File: config.mk
export PLATFORM = sky130hd
export DESIGN_NAME = dac_counter_serial_pulse_iface
export DESIGN_NICKNAME = d
export VERILOG_FILES = /design/src/logic/dac_ctrl_pkg.sv /design/src/logic/pin_sync.sv /design/src/logic/step_counter.sv /design/src/logic/dac_counter_serial_pulse_iface.sv
export SDC_FILE = /design/constraint.sdc
export NUM_CORES = 1
export LEC_CHECK = 0
export BUFFER_PORTS_ARGS = -buffer_cell sky130_fd_sc_hd__buf_2
export CAP_MARGIN = 30
export CORE_MARGIN = 2
export CORE_UTILIZATION = 30
export DETAILED_ROUTE_END_ITERATION = 8
export SYNTH_ARGS = -nofsm -noshare
export SYNTH_HDL_FRONTEND = slang
export SYNTH_SLANG_ARGS = --single-unit
File: constraint.sdc
create_clock -name clk_sys_i -period 7.4 [get_ports clk_sys_i]
set_clock_uncertainty 0.15 [all_clocks]
set_input_delay 0.74 -clock clk_sys_i [delete_from_list [all_inputs] [get_ports clk_sys_i]]
set_output_delay 0.74 -clock clk_sys_i [all_outputs]
set_load 0.02 [all_outputs]
File: src/logic/dac_ctrl_pkg.sv
// Constants and shared types for the serial and pulse counter interface
package dac_ctrl_pkg;
    localparam int CNT_W = 8;
    localparam logic [7:0] CNT_RESET = 8'h80;
    localparam logic [7:0] CNT_TOP = 8'hFC;
    localparam logic [7:0] CNT_MIN = 8'h00;
    localparam logic [7:0] CNT_STEP = 8'h04;
    localparam logic [7:0] LOW_MASK = 8'hFC;
    localparam logic [3:0] BIT_COUNT_RESET = 4'h0;
    localparam logic [3:0] BITS_PER_WORD = 4'h8;
    localparam logic [2:0] SYNC_RESET = 3'h0;
    localparam logic [7:0] STARTUP_CYCLES = 8'h04;

    typedef enum logic [1:0] {
        MODE_SPI,
        MODE_INC_ONLY,
        MODE_UP_DOWN
    } count_mode_t;
endpackage

File: src/logic/pin_sync.sv
// Three-stage input synchroniser with agreement filter and edge pulses
`timescale 1ns/1ps
`default_nettype none
module pin_sync (
    input wire logic clk_sys_i,
    input wire logic rst_n_i,
    input wire logic pin_i,
    input wire logic init_i,
    output logic level_o,
    output logic rise_o,
    output logic fall_o
);
    logic [2:0] sync_q;
    logic [2:0] sync_d;
    logic level_q;
    logic level_d;
    logic rise_q;
    logic rise_d;
    logic fall_q;
    logic fall_d;

    // Stage one feeds only stage two; a change counts once stages two and three agree
    always_comb begin
        sync_d = {sync_q[1:0], pin_i};
        level_d = level_q;
        if (sync_q[2] == sync_q[1]) begin
            level_d = sync_q[2];
        end
        rise_d = level_d & ~level_q;
        fall_d = ~level_d & level_q;
        // Startup window: level follows the pin with no edges, so reset never fakes one
        if (init_i) begin
            level_d = sync_q[2];
            rise_d = 1'b0;
            fall_d = 1'b0;
        end
    end

    // Filtered level resets high for every instance; the startup window then loads the pin level
    always_ff @(posedge clk_sys_i or negedge rst_n_i) begin
        if (!rst_n_i) begin
            sync_q <= dac_ctrl_pkg::SYNC_RESET;
            level_q <= 1'b1;
            rise_q <= 1'b0;
            fall_q <= 1'b0;
        end else begin
            sync_q <= sync_d;
            level_q <= level_d;
            rise_q <= rise_d;
            fall_q <= fall_d;
        end
    end

    assign level_o = level_q;
    assign rise_o = rise_q;
    assign fall_o = fall_q;
endmodule
`default_nettype wire

File: src/logic/step_counter.sv
// Six-bit step arithmetic for the pulse counting modes
`timescale 1ns/1ps
`default_nettype none
module step_counter (
    input wire logic [7:0] value_i,
    input wire logic up_i,
    input wire logic wrap_i,
    output logic [7:0] value_o
);
    logic [7:0] base;

    // Low bits dropped first so stale SPI bits never leak into the count
    always_comb begin
        base = value_i & dac_ctrl_pkg::LOW_MASK;
        value_o = base;
        if (up_i) begin
            if (base == dac_ctrl_pkg::CNT_TOP) begin
                value_o = wrap_i ? dac_ctrl_pkg::CNT_MIN : base;
            end else begin
                value_o = base + dac_ctrl_pkg::CNT_STEP;
            end
        end else begin
            if (base != dac_ctrl_pkg::CNT_MIN) begin
                value_o = base - dac_ctrl_pkg::CNT_STEP;
            end
        end
    end
endmodule
`default_nettype wire

File: src/logic/dac_counter_serial_pulse_iface.sv
// Serial and pulse controlled DAC counter, top level
`timescale 1ns/1ps
`default_nettype none
module dac_counter_serial_pulse_iface (
    input wire logic clk_sys_i,
    input wire logic rst_n_i,
    input wire logic shift_clk_i,
    input wire logic chip_sel_n_i,
    input wire logic count_direction_in_i,
    input wire logic shutdown_n_i,
    output logic serial_out_o,
    output logic serial_out_oe_o,
    output logic [7:0] dac_code_o,
    output logic spi_mode_o,
    output logic up_down_mode_o
);
    ////////////////////////////////////////////////////////////////////////
    // Startup window: straps captured after synchronisers have filled
    logic [7:0] start_cnt_q;
    logic [7:0] start_cnt_d;
    logic starting;

    assign starting = (start_cnt_q != dac_ctrl_pkg::STARTUP_CYCLES);

    // Counts a few cycles after reset release, then stops
    always_comb begin
        start_cnt_d = start_cnt_q;
        if (starting) begin
            start_cnt_d = start_cnt_q + 8'h01;
        end
    end

    always_ff @(posedge clk_sys_i or negedge rst_n_i) begin
        if (!rst_n_i) begin
            start_cnt_q <= 8'h00;
        end else begin
            start_cnt_q <= start_cnt_d;
        end
    end

    ////////////////////////////////////////////////////////////////////////
    // Pin synchronisers
    logic sclk_rise;
    logic sclk_fall;
    logic cs_lvl;
    logic cs_rise;
    logic cs_fall;
    logic dir_lvl;

    pin_sync u_sync_sclk (
        .clk_sys_i(clk_sys_i),
        .rst_n_i(rst_n_i),
        .pin_i(shift_clk_i),
        .init_i(starting),
        .level_o(),
        .rise_o(sclk_rise),
        .fall_o(sclk_fall)
    );

    pin_sync u_sync_cs (
        .clk_sys_i(clk_sys_i),
        .rst_n_i(rst_n_i),
        .pin_i(chip_sel_n_i),
        .init_i(starting),
        .level_o(cs_lvl),
        .rise_o(cs_rise),
        .fall_o(cs_fall)
    );

    pin_sync u_sync_dir (
        .clk_sys_i(clk_sys_i),
        .rst_n_i(rst_n_i),
        .pin_i(count_direction_in_i),
        .init_i(starting),
        .level_o(dir_lvl),
        .rise_o(),
        .fall_o()
    );

    ////////////////////////////////////////////////////////////////////////
    // Sticky mode flags; only power-up reset clears them
    logic spi_q;
    logic spi_d;
    logic updn_q;
    logic updn_d;
    logic strap_done_q;
    logic strap_done_d;

    // The strap is read from the synchronised level once the window closes
    always_comb begin
        spi_q_hold:
        begin
            spi_d = spi_q;
            updn_d = updn_q;
            strap_done_d = strap_done_q;
            if (!starting) begin
                strap_done_d = 1'b1;
                if (!strap_done_q) begin
                    spi_d = ~cs_lvl;
                    updn_d = cs_lvl & ~dir_lvl;
                end else begin
                    if (!cs_lvl) begin
                        spi_d = 1'b1;
                    end
                    if (!spi_q && !dir_lvl) begin
                        updn_d = 1'b1;
                    end
                end
            end
        end
    end

    always_ff @(posedge clk_sys_i or negedge rst_n_i) begin
        if (!rst_n_i) begin
            spi_q <= 1'b0;
            updn_q <= 1'b0;
            strap_done_q <= 1'b0;
        end else begin
            spi_q <= spi_d;
            updn_q <= updn_d;
            strap_done_q <= strap_done_d;
        end
    end

    dac_ctrl_pkg::count_mode_t mode;

    // Mode decode; SPI outranks the pulse modes once chosen
    // SPI is taken from the next flag value, up/down from the current one, so the very first select fall
    // already opens a frame instead of being seen as a pulse-mode event
    always_comb begin
        if (spi_d) begin
            mode = dac_ctrl_pkg::MODE_SPI;
        end else if (updn_q) begin
            mode = dac_ctrl_pkg::MODE_UP_DOWN;
        end else begin
            mode = dac_ctrl_pkg::MODE_INC_ONLY;
        end
    end

    ////////////////////////////////////////////////////////////////////////
    // Counter, shift register and serial output
    logic [7:0] cnt_q;
    logic [7:0] cnt_d;
    logic [7:0] shin_q;
    logic [7:0] shin_d;
    logic [7:0] shout_q;
    logic [7:0] shout_d;
    logic [3:0] bits_q;
    logic [3:0] bits_d;
    logic active_q;
    logic active_d;
    logic sout_q;
    logic sout_d;
    logic [7:0] step_val;
    logic strapped;

    assign strapped = strap_done_q & ~starting;

    step_counter u_step (
        .value_i(cnt_q),
        .up_i(mode == dac_ctrl_pkg::MODE_INC_ONLY ? 1'b1 : dir_lvl),
        .wrap_i(mode == dac_ctrl_pkg::MODE_INC_ONLY),
        .value_o(step_val)
    );

    // Shutdown is not consulted: the counter simply keeps its value
    always_comb begin
        cnt_d = cnt_q;
        shin_d = shin_q;
        shout_d = shout_q;
        bits_d = bits_q;
        active_d = active_q;
        sout_d = sout_q;
        case (mode)
            dac_ctrl_pkg::MODE_SPI: begin
                if (strapped && cs_fall) begin
                    active_d = 1'b1;
                    shout_d = cnt_q;
                    sout_d = cnt_q[7];
                    bits_d = dac_ctrl_pkg::BIT_COUNT_RESET;
                end else if (active_q && cs_rise) begin
                    active_d = 1'b0;
                    if (bits_q >= dac_ctrl_pkg::BITS_PER_WORD) begin
                        cnt_d = shin_q;
                    end
                end else if (active_q && sclk_rise) begin
                    shin_d = {shin_q[6:0], dir_lvl};
                    if (bits_q < dac_ctrl_pkg::BITS_PER_WORD) begin
                        bits_d = bits_q + 4'h1;
                    end
                end else if (active_q && sclk_fall) begin
                    shout_d = {shout_q[6:0], 1'b0};
                    sout_d = shout_q[6];
                end
            end
            dac_ctrl_pkg::MODE_INC_ONLY,
            dac_ctrl_pkg::MODE_UP_DOWN: begin
                active_d = 1'b0;
                if (strapped && sclk_rise) begin
                    cnt_d = step_val;
                end else begin
                    cnt_d = cnt_q & dac_ctrl_pkg::LOW_MASK;
                end
            end
            default: begin
                active_d = 1'b0;
            end
        endcase
    end

    always_ff @(posedge clk_sys_i or negedge rst_n_i) begin
        if (!rst_n_i) begin
            cnt_q <= dac_ctrl_pkg::CNT_RESET;
            shin_q <= 8'h00;
            shout_q <= 8'h00;
            bits_q <= dac_ctrl_pkg::BIT_COUNT_RESET;
            active_q <= 1'b0;
            sout_q <= 1'b0;
        end else begin
            cnt_q <= cnt_d;
            shin_q <= shin_d;
            shout_q <= shout_d;
            bits_q <= bits_d;
            active_q <= active_d;
            sout_q <= sout_d;
        end
    end

    assign serial_out_o = sout_q;
    assign serial_out_oe_o = active_q;
    assign dac_code_o = cnt_q;
    assign spi_mode_o = spi_q;
    assign up_down_mode_o = updn_q;

    ////////////////////////////////////////////////////////////////////////
    // Assertions
    AST_RESET_MID: assert property (@(posedge clk_sys_i) $rose(rst_n_i) |-> cnt_q == 8'h80)
        else $error("Counter not mid-scale after reset");
    AST_SPI_STICKY: assert property (@(posedge clk_sys_i) disable iff (!rst_n_i)
        $past(spi_q) |-> spi_q)
        else $error("SPI mode flag dropped");
    AST_UPDN_STICKY: assert property (@(posedge clk_sys_i) disable iff (!rst_n_i)
        $past(updn_q) |-> updn_q)
        else $error("Up/down flag dropped");
    AST_OE_ON_FALL: assert property (@(posedge clk_sys_i) disable iff (!rst_n_i)
        (spi_q && strapped && cs_fall) |=> serial_out_oe_o)
        else $error("Serial output not enabled after select fall");
    AST_OE_OFF_RISE: assert property (@(posedge clk_sys_i) disable iff (!rst_n_i)
        (active_q && cs_rise && !cs_fall) |=> !serial_out_oe_o)
        else $error("Serial output not released on select rise");
    AST_LOAD_BYTE: assert property (@(posedge clk_sys_i) disable iff (!rst_n_i)
        (spi_q && active_q && cs_rise && bits_q == 4'h8) |=> cnt_q == $past(shin_q))
        else $error("Shifted byte not loaded");
    AST_LOW_ZERO: assert property (@(posedge clk_sys_i) disable iff (!rst_n_i)
        (!spi_q && strapped && $past(strapped)) |-> cnt_q[1:0] == 2'b00)
        else $error("Low bits nonzero in pulse mode");
    AST_INC_WRAP: assert property (@(posedge clk_sys_i) disable iff (!rst_n_i)
        (!spi_q && !updn_q && strapped && sclk_rise && cnt_q == 8'hFC) |=> cnt_q == 8'h00)
        else $error("Increment-only did not wrap");
    AST_UP_HOLD: assert property (@(posedge clk_sys_i) disable iff (!rst_n_i)
        (updn_q && !spi_q && strapped && sclk_rise && dir_lvl && cnt_q == 8'hFC) |=> cnt_q == 8'hFC)
        else $error("Up/down passed top");
    AST_DOWN_HOLD: assert property (@(posedge clk_sys_i) disable iff (!rst_n_i)
        (updn_q && !spi_q && strapped && sclk_rise && !dir_lvl && cnt_q == 8'h00) |=> cnt_q == 8'h00)
        else $error("Up/down passed bottom");
    AST_INC_STEP: assert property (@(posedge clk_sys_i) disable iff (!rst_n_i)
        (!spi_q && !updn_q && strapped && sclk_rise && cnt_q == 8'h80) |=> cnt_q == 8'h84)
        else $error("Increment step wrong");
    // Straps, frame bits and step size; shutdown must leave the count alone
    AST_STRAP_SPI: assert property (@(posedge clk_sys_i) disable iff (!rst_n_i)
        (!strap_done_q && !starting) |=> spi_q == !$past(cs_lvl))
        else $error("Select strap not latched");
    AST_STRAP_UPDN: assert property (@(posedge clk_sys_i) disable iff (!rst_n_i)
        (!strap_done_q && !starting) |=> updn_q == ($past(cs_lvl) && !$past(dir_lvl)))
        else $error("Direction strap not latched");
    AST_SPI_SET: assert property (@(posedge clk_sys_i) disable iff (!rst_n_i)
        (strap_done_q && !starting && !cs_lvl) |=> spi_q)
        else $error("Select low did not enter SPI mode");
    AST_OE_PULSE: assert property (@(posedge clk_sys_i) disable iff (!rst_n_i)
        !spi_q |-> !serial_out_oe_o)
        else $error("Serial output enabled in pulse mode");
    AST_DOUT_FIRST: assert property (@(posedge clk_sys_i) disable iff (!rst_n_i)
        (spi_d && strapped && cs_fall) |=> serial_out_o == $past(cnt_q[7]))
        else $error("First readback bit wrong");
    AST_DOUT_SHIFT: assert property (@(posedge clk_sys_i) disable iff (!rst_n_i)
        (active_q && sclk_fall && !cs_fall && !cs_rise) |=> serial_out_o == $past(shout_q[6]))
        else $error("Readback bit not advanced");
    AST_DIN_SAMPLE: assert property (@(posedge clk_sys_i) disable iff (!rst_n_i)
        (active_q && sclk_rise && !cs_fall && !cs_rise) |=> shin_q == {$past(shin_q[6:0]), $past(dir_lvl)})
        else $error("Input bit not shifted in");
    AST_SHORT_KEEP: assert property (@(posedge clk_sys_i) disable iff (!rst_n_i)
        (active_q && cs_rise && bits_q < 4'h8) |=> cnt_q == $past(cnt_q))
        else $error("Short frame changed the counter");
    AST_UP_STEP: assert property (@(posedge clk_sys_i) disable iff (!rst_n_i)
        (updn_q && !spi_d && strapped && sclk_rise && dir_lvl && cnt_q != 8'hFC) |=> cnt_q == $past(cnt_q) + 8'h04)
        else $error("Up step wrong");
    AST_DOWN_STEP: assert property (@(posedge clk_sys_i) disable iff (!rst_n_i)
        (updn_q && !spi_d && strapped && sclk_rise && !dir_lvl && cnt_q != 8'h00) |=> cnt_q == $past(cnt_q) - 8'h04)
        else $error("Down step wrong");
    AST_SHUTDOWN_N_KEEP: assert property (@(posedge clk_sys_i) disable iff (!rst_n_i)
        (!shutdown_n_i && !sclk_rise && !cs_rise) |=> cnt_q == $past(cnt_q))
        else $error("Counter moved during shutdown");
endmodule
`default_nettype wire

==> flow_summary.ini, run 1 <==
[critical_path]
crit_path_start_kind = register
reg2reg_slack_ns = 3.31
crit_buf_inv = 2
cp-end-kind = register
path_max_fanout = 15
r2r-end = dac_code_o[3]
r2r-start = start_cnt_q[0]
critical_path_class = register to register
crit_required_ns = 7.45
worstPathArrival_ns = 4.13
slowest_delay_ns = 0.61
crit_chain = inv_1, ha_1, or4b_4, or3_2, a21oi_1, nand2_1, ha_1, inv_1, nor2_1, a31oi_2, a21oi_2, mux2_1
path_delay_family = simple AND/OR/NAND/NOR gates
worst_path_max_delay_cell = ha_1
r2r_cells = 12

[grt]
met1_usage_pct = 16.7
grt_pass1_wl_mm = 9.31
antenna_found_initial = 0
met2_usage_pct = 17.5
grt.busiest_layer = met2
grt_usage_pct = 11.5
overflow = 0
grt_max_degree = 57
grt_pass1_vias = 1843
grtUsageMet3_pct = 2.29

[clock_tree]
clk_latency_ns = 0.31
numCtsBuffers = 5
clockBufferDepth = 2
cts_tree = yes
hold_buffers = 0
clk_pin_slew_ns = 0.10
htree_levels = 2
cts_resized = 0
cts_setup_buffers = 0
clock-sinks = 56
root_buffer = clkbuf_8

[placement]
dp_hpwl_mm = 3.73
port-buffer-count = 16
place_congestion = 0.909

[flow_run]
maxCapViolations = 0

[worst_hold_path]
hold_depth = 0
hp-class = register to register
worstHoldEndpoint = u_sync_sclk.sync_q[1]
hold_start = u_sync_sclk.sync_q[0]

[floorplanning]
dieWidth_um = 101
coreArea_mm2 = 0.00920
fp.dieH_um = 101
start_util_pct = 30.7
dieArea_mm2 = 0.0102
ios = 18
rows = 35

[drt]
vias = 1984
wl_per_cell_um = 13.6
vias_per_cell = 4.98
drt-total-wl_mm = 5.41
drt_iter0_markers = 70
drtPass1Iterations = 4
postRouteAntennaNets = 0
drc = 0

[logic_synthesis]
synth_warnings = 0
avgSynthCellArea_um2 = 10.4
synth-async-reset-ratio_pct = 100
postSynthCellCount = 272
synthesis.area_mm2 = 0.00282
ys_seq_area_share_pct = 49.8
synth_ff_type = dfrtp_1
synth_nets = 286
synth-seq-cells = 56
ys_types = 56
synth_edf_count = 0

[sta]
final-hold-violation-count = 0
rsz0062_at_grt = no
worst_pin_slew_ns = 0.945
fmax_ghz = 0.245
slew_violations = 0
slew_headroom_pct = 36.9
finalCritPeriodShare_pct = 55.2
fin_crit_ns = 4.09
setup_viol = 0
tns_ns = 0

[outcome]
status = completed

[power]
p_leak_nw = 1.36
p_per_area_mw_per_mm2 = 226
power_w = 0.000697
ir_drop_v = 0.0000791

[final_layout]
drive_gt1_share_pct = 15.7
fin_nets = 300
area_delta_synth_final_pct = 9.39
antenna_cells = 0
nFillCells = 933
-- cell usage after synthesis (2+ instances only) --
master | instances | share of area, %
o311ai_1 | 2 | 0.62
mux2_4 | 7 | 3.7
nor2_8 | 2 | 1.4
nor3b_1 | 3 | 0.80
mux2i_1 | 5 | 1.8
nor2_1 | 23 | 3.1
dfstp_2 | 4 | 3.7
nor4_1 | 4 | 0.89
nor2b_1 | 3 | 0.66
a211o_1 | 2 | 0.62
nand3_1 | 10 | 1.8
ha_1 | 8 | 3.5
buf_2 | 2 | 0.35
xor2_1 | 4 | 1.2
o21ai_0 | 14 | 2.5
and3_1 | 4 | 0.89
a32o_1 | 2 | 0.71
a21oi_1 | 17 | 3.0
clkbuf_1 | 5 | 0.66
nor3_1 | 3 | 0.53
nand2_1 | 34 | 4.5
and2_1 | 3 | 0.66
a31oi_1 | 5 | 1.1
dfrtp_1 | 52 | 46
inv_1 | 16 | 2.1
xnor2_1 | 6 | 1.9
a32oi_1 | 2 | 0.62
o21ai_1 | 2 | 0.35
-- report_power, final --
part,internal (W),switching (W),leakage [nW]
combinational,0.0000555,0.0000657,0.610
sequential,0.000345,0.0000320,0.697
clock,0.000101,0.0000967,0.0524
total,0.000502,0.000194,1.36
-- worst max path at each step --
| stage | cells past startpoint | slack (ns) | from | endpoint |
|---|---|---|---|---|
| 2_1_floorplan | 13 | 4.03 | start_cnt_q[0] | dac_code_o[7] |
| 3_3_place_gp | 12 | 3.36 | start_cnt_q[0] | dac_code_o[3] |
| 3_5_place_dp | 12 | 3.32 | start_cnt_q[0] | dac_code_o[3] |
| 4_1_cts | 12 | 3.31 | start_cnt_q[0] | dac_code_o[3] |
| 5_1_grt | 12 | 3.04 | start_cnt_q[0] | dac_code_o[3] |
| 6_report | 12 | 3.31 | start_cnt_q[0] | dac_code_o[3] |
-- logic make-up after synthesis --
group                    Yosys count  synth area share, %
XOR/XNOR                          10                 3.10
multiplexers                      13                 5.89
buffers and inverters             26                 4.52
adder cells (fa/ha/maj)            8                 3.54
flip-flops                        56                 49.8
AND/OR/NAND/NOR                  100                 19.1
AO/OA/AOI/OAI                     59                 14.1
-- cell type report --
class	count	area [µm²]	area share (%)
Multi-Input combinational cell	190	1290	41.8
Tap cell	111	139	4.50
Clock buffer	7	76.3	2.47
Timing Repair Buffer	17	87.6	2.84
Clock inverter	1	30.0	0.972
Inverter	16	60.1	1.94
Sequential cell	56	1410	45.5
-- layout by cell type (no fill, tap or decap), types with 6 or more instances in the layout --
cell type and count:
a21oi_1 17, buf_2 16, dfrtp_1 52, ha_1 8
inv_1 16, mux2_4 7, nand2_1 34, nand3_1 10
nor2_1 23, o21ai_0 14, xnor2_1 6
-- sequential cells by signal (all words and copies together) (netlist names), 3 cells and up --
signal              count
dac_code_o              8
shout_q                 7
start_cnt_q             8
u_sync_sclk.sync_q      3
u_sync_dir.sync_q       3
u_sync_cs.sync_q        3
bits_q                  4
shin_q                  8
-- per-layer routing --
metal / share of wire [%] / wire, µm
met1: 48 / 2600
met2: 47 / 2540
met3: 4.2 / 228
met4: 0.85 / 46
met5: 0 / 0
-- through the flow --
step,cell area [µm²],hold WS [ns],cells,utilization (%),worst slack [ns]
detailed placement,2980,0.185,390,32.4,3.32
floorplan,2820,0.181,272,-,4.03
CTS,3090,0.208,398,33.6,3.31
finish,3090,0.206,398,33.6,3.31
global route,3090,0.213,398,33.6,3.04
global placement,2980,0.183,390,32.4,3.36
(Power assumes the default switching activity.)
==> run 2, diff against run 1 <==
--- a/config.mk
+++ b/config.mk
@@ -5,6 +5,7 @@
 export SDC_FILE = /design/constraint.sdc
 export NUM_CORES = 1
 export LEC_CHECK = 0
+export ABC_AREA = 1
 export BUFFER_PORTS_ARGS = -buffer_cell sky130_fd_sc_hd__buf_2
 export CAP_MARGIN = 30
 export CORE_MARGIN = 2
==> constraint.sdc (replaced) <==
create_clock -name clk_sys_i -period 3.34 [get_ports clk_sys_i]
set_clock_uncertainty 0.15 [all_clocks]
set_input_delay 0.334 -clock clk_sys_i [delete_from_list [all_inputs] [get_ports clk_sys_i]]
set_output_delay 0.334 -clock clk_sys_i [all_outputs]
set_load 0.02 [all_outputs]
==> flow_summary.ini, run 2 <==
[critical_path]
path_delay_family = adder cells
crit_chain = inv_1, ha_1, nand3_4, o21ai_2, nand3_2, ha_1, clkinv_1, o21ai_0, nand2_1, inv_1, nand2_2, a21oi_2, nand2_1, nand2_1
crit_cells = 14
crit_required_ns = 3.44
crit_buf_inv = 3
worstPathArrival_ns = 3.02
path_max_fanout = 8
worstSetupStartpoint = start_cnt_q[1]
reg2reg_slack_ns = 0.42
slowest_delay_ns = 0.52
r2r-end = dac_code_o[6]
r2r_cells = 14
critical_path_class = register to register
endpoint = dac_code_o[6]
crit_path_start_kind = register
path_common_cell = nand2_1
r2r-start = start_cnt_q[1]
cp-end-kind = register
worst_path_max_delay_cell = ha_1

[final_layout]
multi_input_area_mm2 = 0.00117
final_cell_mix = 81 x nand2_1, 52 x dfrtp_1, 27 x inv_1, 25 x nand3_1, 20 x o21ai_0
antenna_cells = 0
nFillCells = 908
layout_commonest_cell = nand2_1
area_delta_synth_final_pct = 12.4
post-route-util_pct = 35.0
drive_gt1_share_pct = 16.9
ff_latch_area_mm2 = 0.00141
fin_nets = 339
postLayoutCellArea_mm2 = 0.00306

[logic_synthesis]
ys_types = 34
synthesis.area_mm2 = 0.00273
synth_top_area_share_pct = 47.8
ys_top_cells_by_count = 81 x nand2_1, 52 x dfrtp_1, 27 x inv_1
synth_warnings = 0
synth-seq-cells = 56
avgSynthCellArea_um2 = 9.08
synth_nets = 314
yosysTopAreaCell = dfrtp_1
postSynthCellCount = 300
ys_top_cells_by_area = dfrtp_1 48%, nand2_1 11%, nand3_1 4.6%
synth_edf_count = 0
synth.most_common_cell = nand2_1
synth-async-reset-ratio_pct = 100
synth_ff_type = dfrtp_1
ys_seq_area_share_pct = 51.6

[drt]
postRouteAntennaNets = 0
wl_met3_um = 175
drt_iter0_markers = 113
routed.top_layer = met4
met1_length_mm = 2.38
vias_per_cell = 4.53
drc = 0
drtPass1Iterations = 5
routed-wl-met2_mm = 2.29
wl_per_cell_um = 11.4
drt-total-wl_mm = 4.95
vias = 1965

[outcome]
status = completed

[power]
combPwrFrac_pct = 18.5
p_leak_nw = 1.52
intPower_w = 0.00106
p_switching_w = 0.000459
sequentialPowerShare_pct = 56.5
ir_drop_v = 0.000158
p_per_area_mw_per_mm2 = 496
swShare_pct = 30.2
pwr-share-clk_pct = 25.0

[sta]
fmax_ghz = 0.342
final-hold-violation-count = 0
worst_pin_slew_ns = 0.621
setup_viol = 0
slew_headroom_pct = 58.6
finalCritPeriodShare_pct = 87.5
rsz0062_at_grt = no
fin_crit_ns = 2.92
tns_ns = 0
slew_violations = 0

[floorplanning]
dieWidth_um = 99.3
ios = 18
dieArea_mm2 = 0.00986
coreArea_mm2 = 0.00876
fp.dieH_um = 99.3
rows = 34
start_util_pct = 31.1

[placement]
place_congestion = 0.808
postPlaceCellArea_mm2 = 0.00293
port-buffer-count = 16
dp_hpwl_mm = 3.60

[clock_tree]
clock-sinks = 56
clk_pin_slew_ns = 0.10
numCtsBuffers = 5
htree_levels = 2
cts_tree = yes
clockBufferDepth = 2
clk_latency_ns = 0.31
root_buffer = clkbuf_8

[grt]
overflow = 0
grt_usage_pct = 11.2
antenna_found_initial = 0
grt_max_degree = 30
grt_pass1_vias = 1988
grt_pass1_wl_mm = 8.98

[worst_hold_path]
hp-class = register to register

[flow_run]
maxCapViolations = 0
## run 2: cell type report
cell class	count	area share (%)
clock buffer	5	2.25
timing repair buffer	23	4.65
sequential	56	45.9
multi-input combinational	208	38.2
tap	108	4.41
clock inverter	3	0.735
inverter	31	3.84
## run 2: what timing repair did
item / in CTS / in global routing
resized for setup: 0 / 0
hold buffers: 4 / 0
buffers inserted: 0 / 0
endpoints found under the hold margin: 27 / 0
## run 2: power groups by stage
stage          clock network [W]  logic [W]  registers (W)
6_report                0.000380   0.000281       0.000858
2_1_floorplan                  0   0.000207       0.000868
4_1_cts                 0.000397   0.000287       0.000858
3_5_place_dp                   0   0.000282       0.000873
5_1_grt                 0.000417   0.000330       0.000874
3_3_place_gp                   0   0.000273       0.000868
## run 2: stage by stage
step | instances | total power [W] | hold WS (ns) | setup slack (ns)
floorplan | 300 | 0.00108 | -0.112 | 0.705
global placement | 422 | 0.00114 | 0.183 | 0.470
detailed placement | 422 | 0.00115 | 0.186 | 0.442
CTS | 434 | 0.00154 | 0.212 | 0.407
global route | 434 | 0.00162 | 0.216 | 0.117
finish | 434 | 0.00152 | 0.209 | 0.418
## run 2: how the worst min path moves through the flow
| stage | cells past startpoint | startpoint | endpoint |
|---|---|---|---|
| after CTS | 0 | u_sync_cs.sync_q[0] | u_sync_cs.sync_q[1] |
| after global routing | 0 | u_sync_cs.sync_q[0] | u_sync_cs.sync_q[1] |
| after floorplan | 0 | rst_n_i | bits_q[0] |
| final | 0 | u_sync_dir.sync_q[0] | u_sync_dir.sync_q[1] |
| after global placement | 0 | u_sync_cs.sync_q[0] | u_sync_cs.sync_q[1] |
| after detailed placement | 0 | u_sync_cs.sync_q[0] | u_sync_cs.sync_q[1] |
## run 2: layer usage
metal / up-vias / GRT usage (%)
met1: 910 / 14.2
met5: - / 0
met2: 34 / 18.3
met3: 9 / 2.60
li1: 1012 / -
met4: 0 / 4.53
## run 2: worst register-to-register path, delay by kind of cell, from the launching register on
family | cells | cell delay [ns]
AOI/OAI and AO/OA | 3 | 0.63
adders and majority gates | 2 | 0.73
DFF | 1 | 0.39
and+or+nand+nor | 6 | 0.63
buffers and inverters | 3 | 0.31
## run 2: kinds of logic (layout without fill, tap and decap cells)
kind of cell / count (synthesis) / count (layout) / synth area share, %
muxes: 7 / 7 / 2.89
xor gates and xnor gates: 12 / 12 / 3.86
DFF: 56 / 56 / 51.6
buffers and inverters: 36 / 62 / 5.42
and+or+nand+nor: 142 / 142 / 24.0
adders and majority gates: 10 / 10 / 4.41
AOI/OAI and AO/OA: 37 / 37 / 7.85
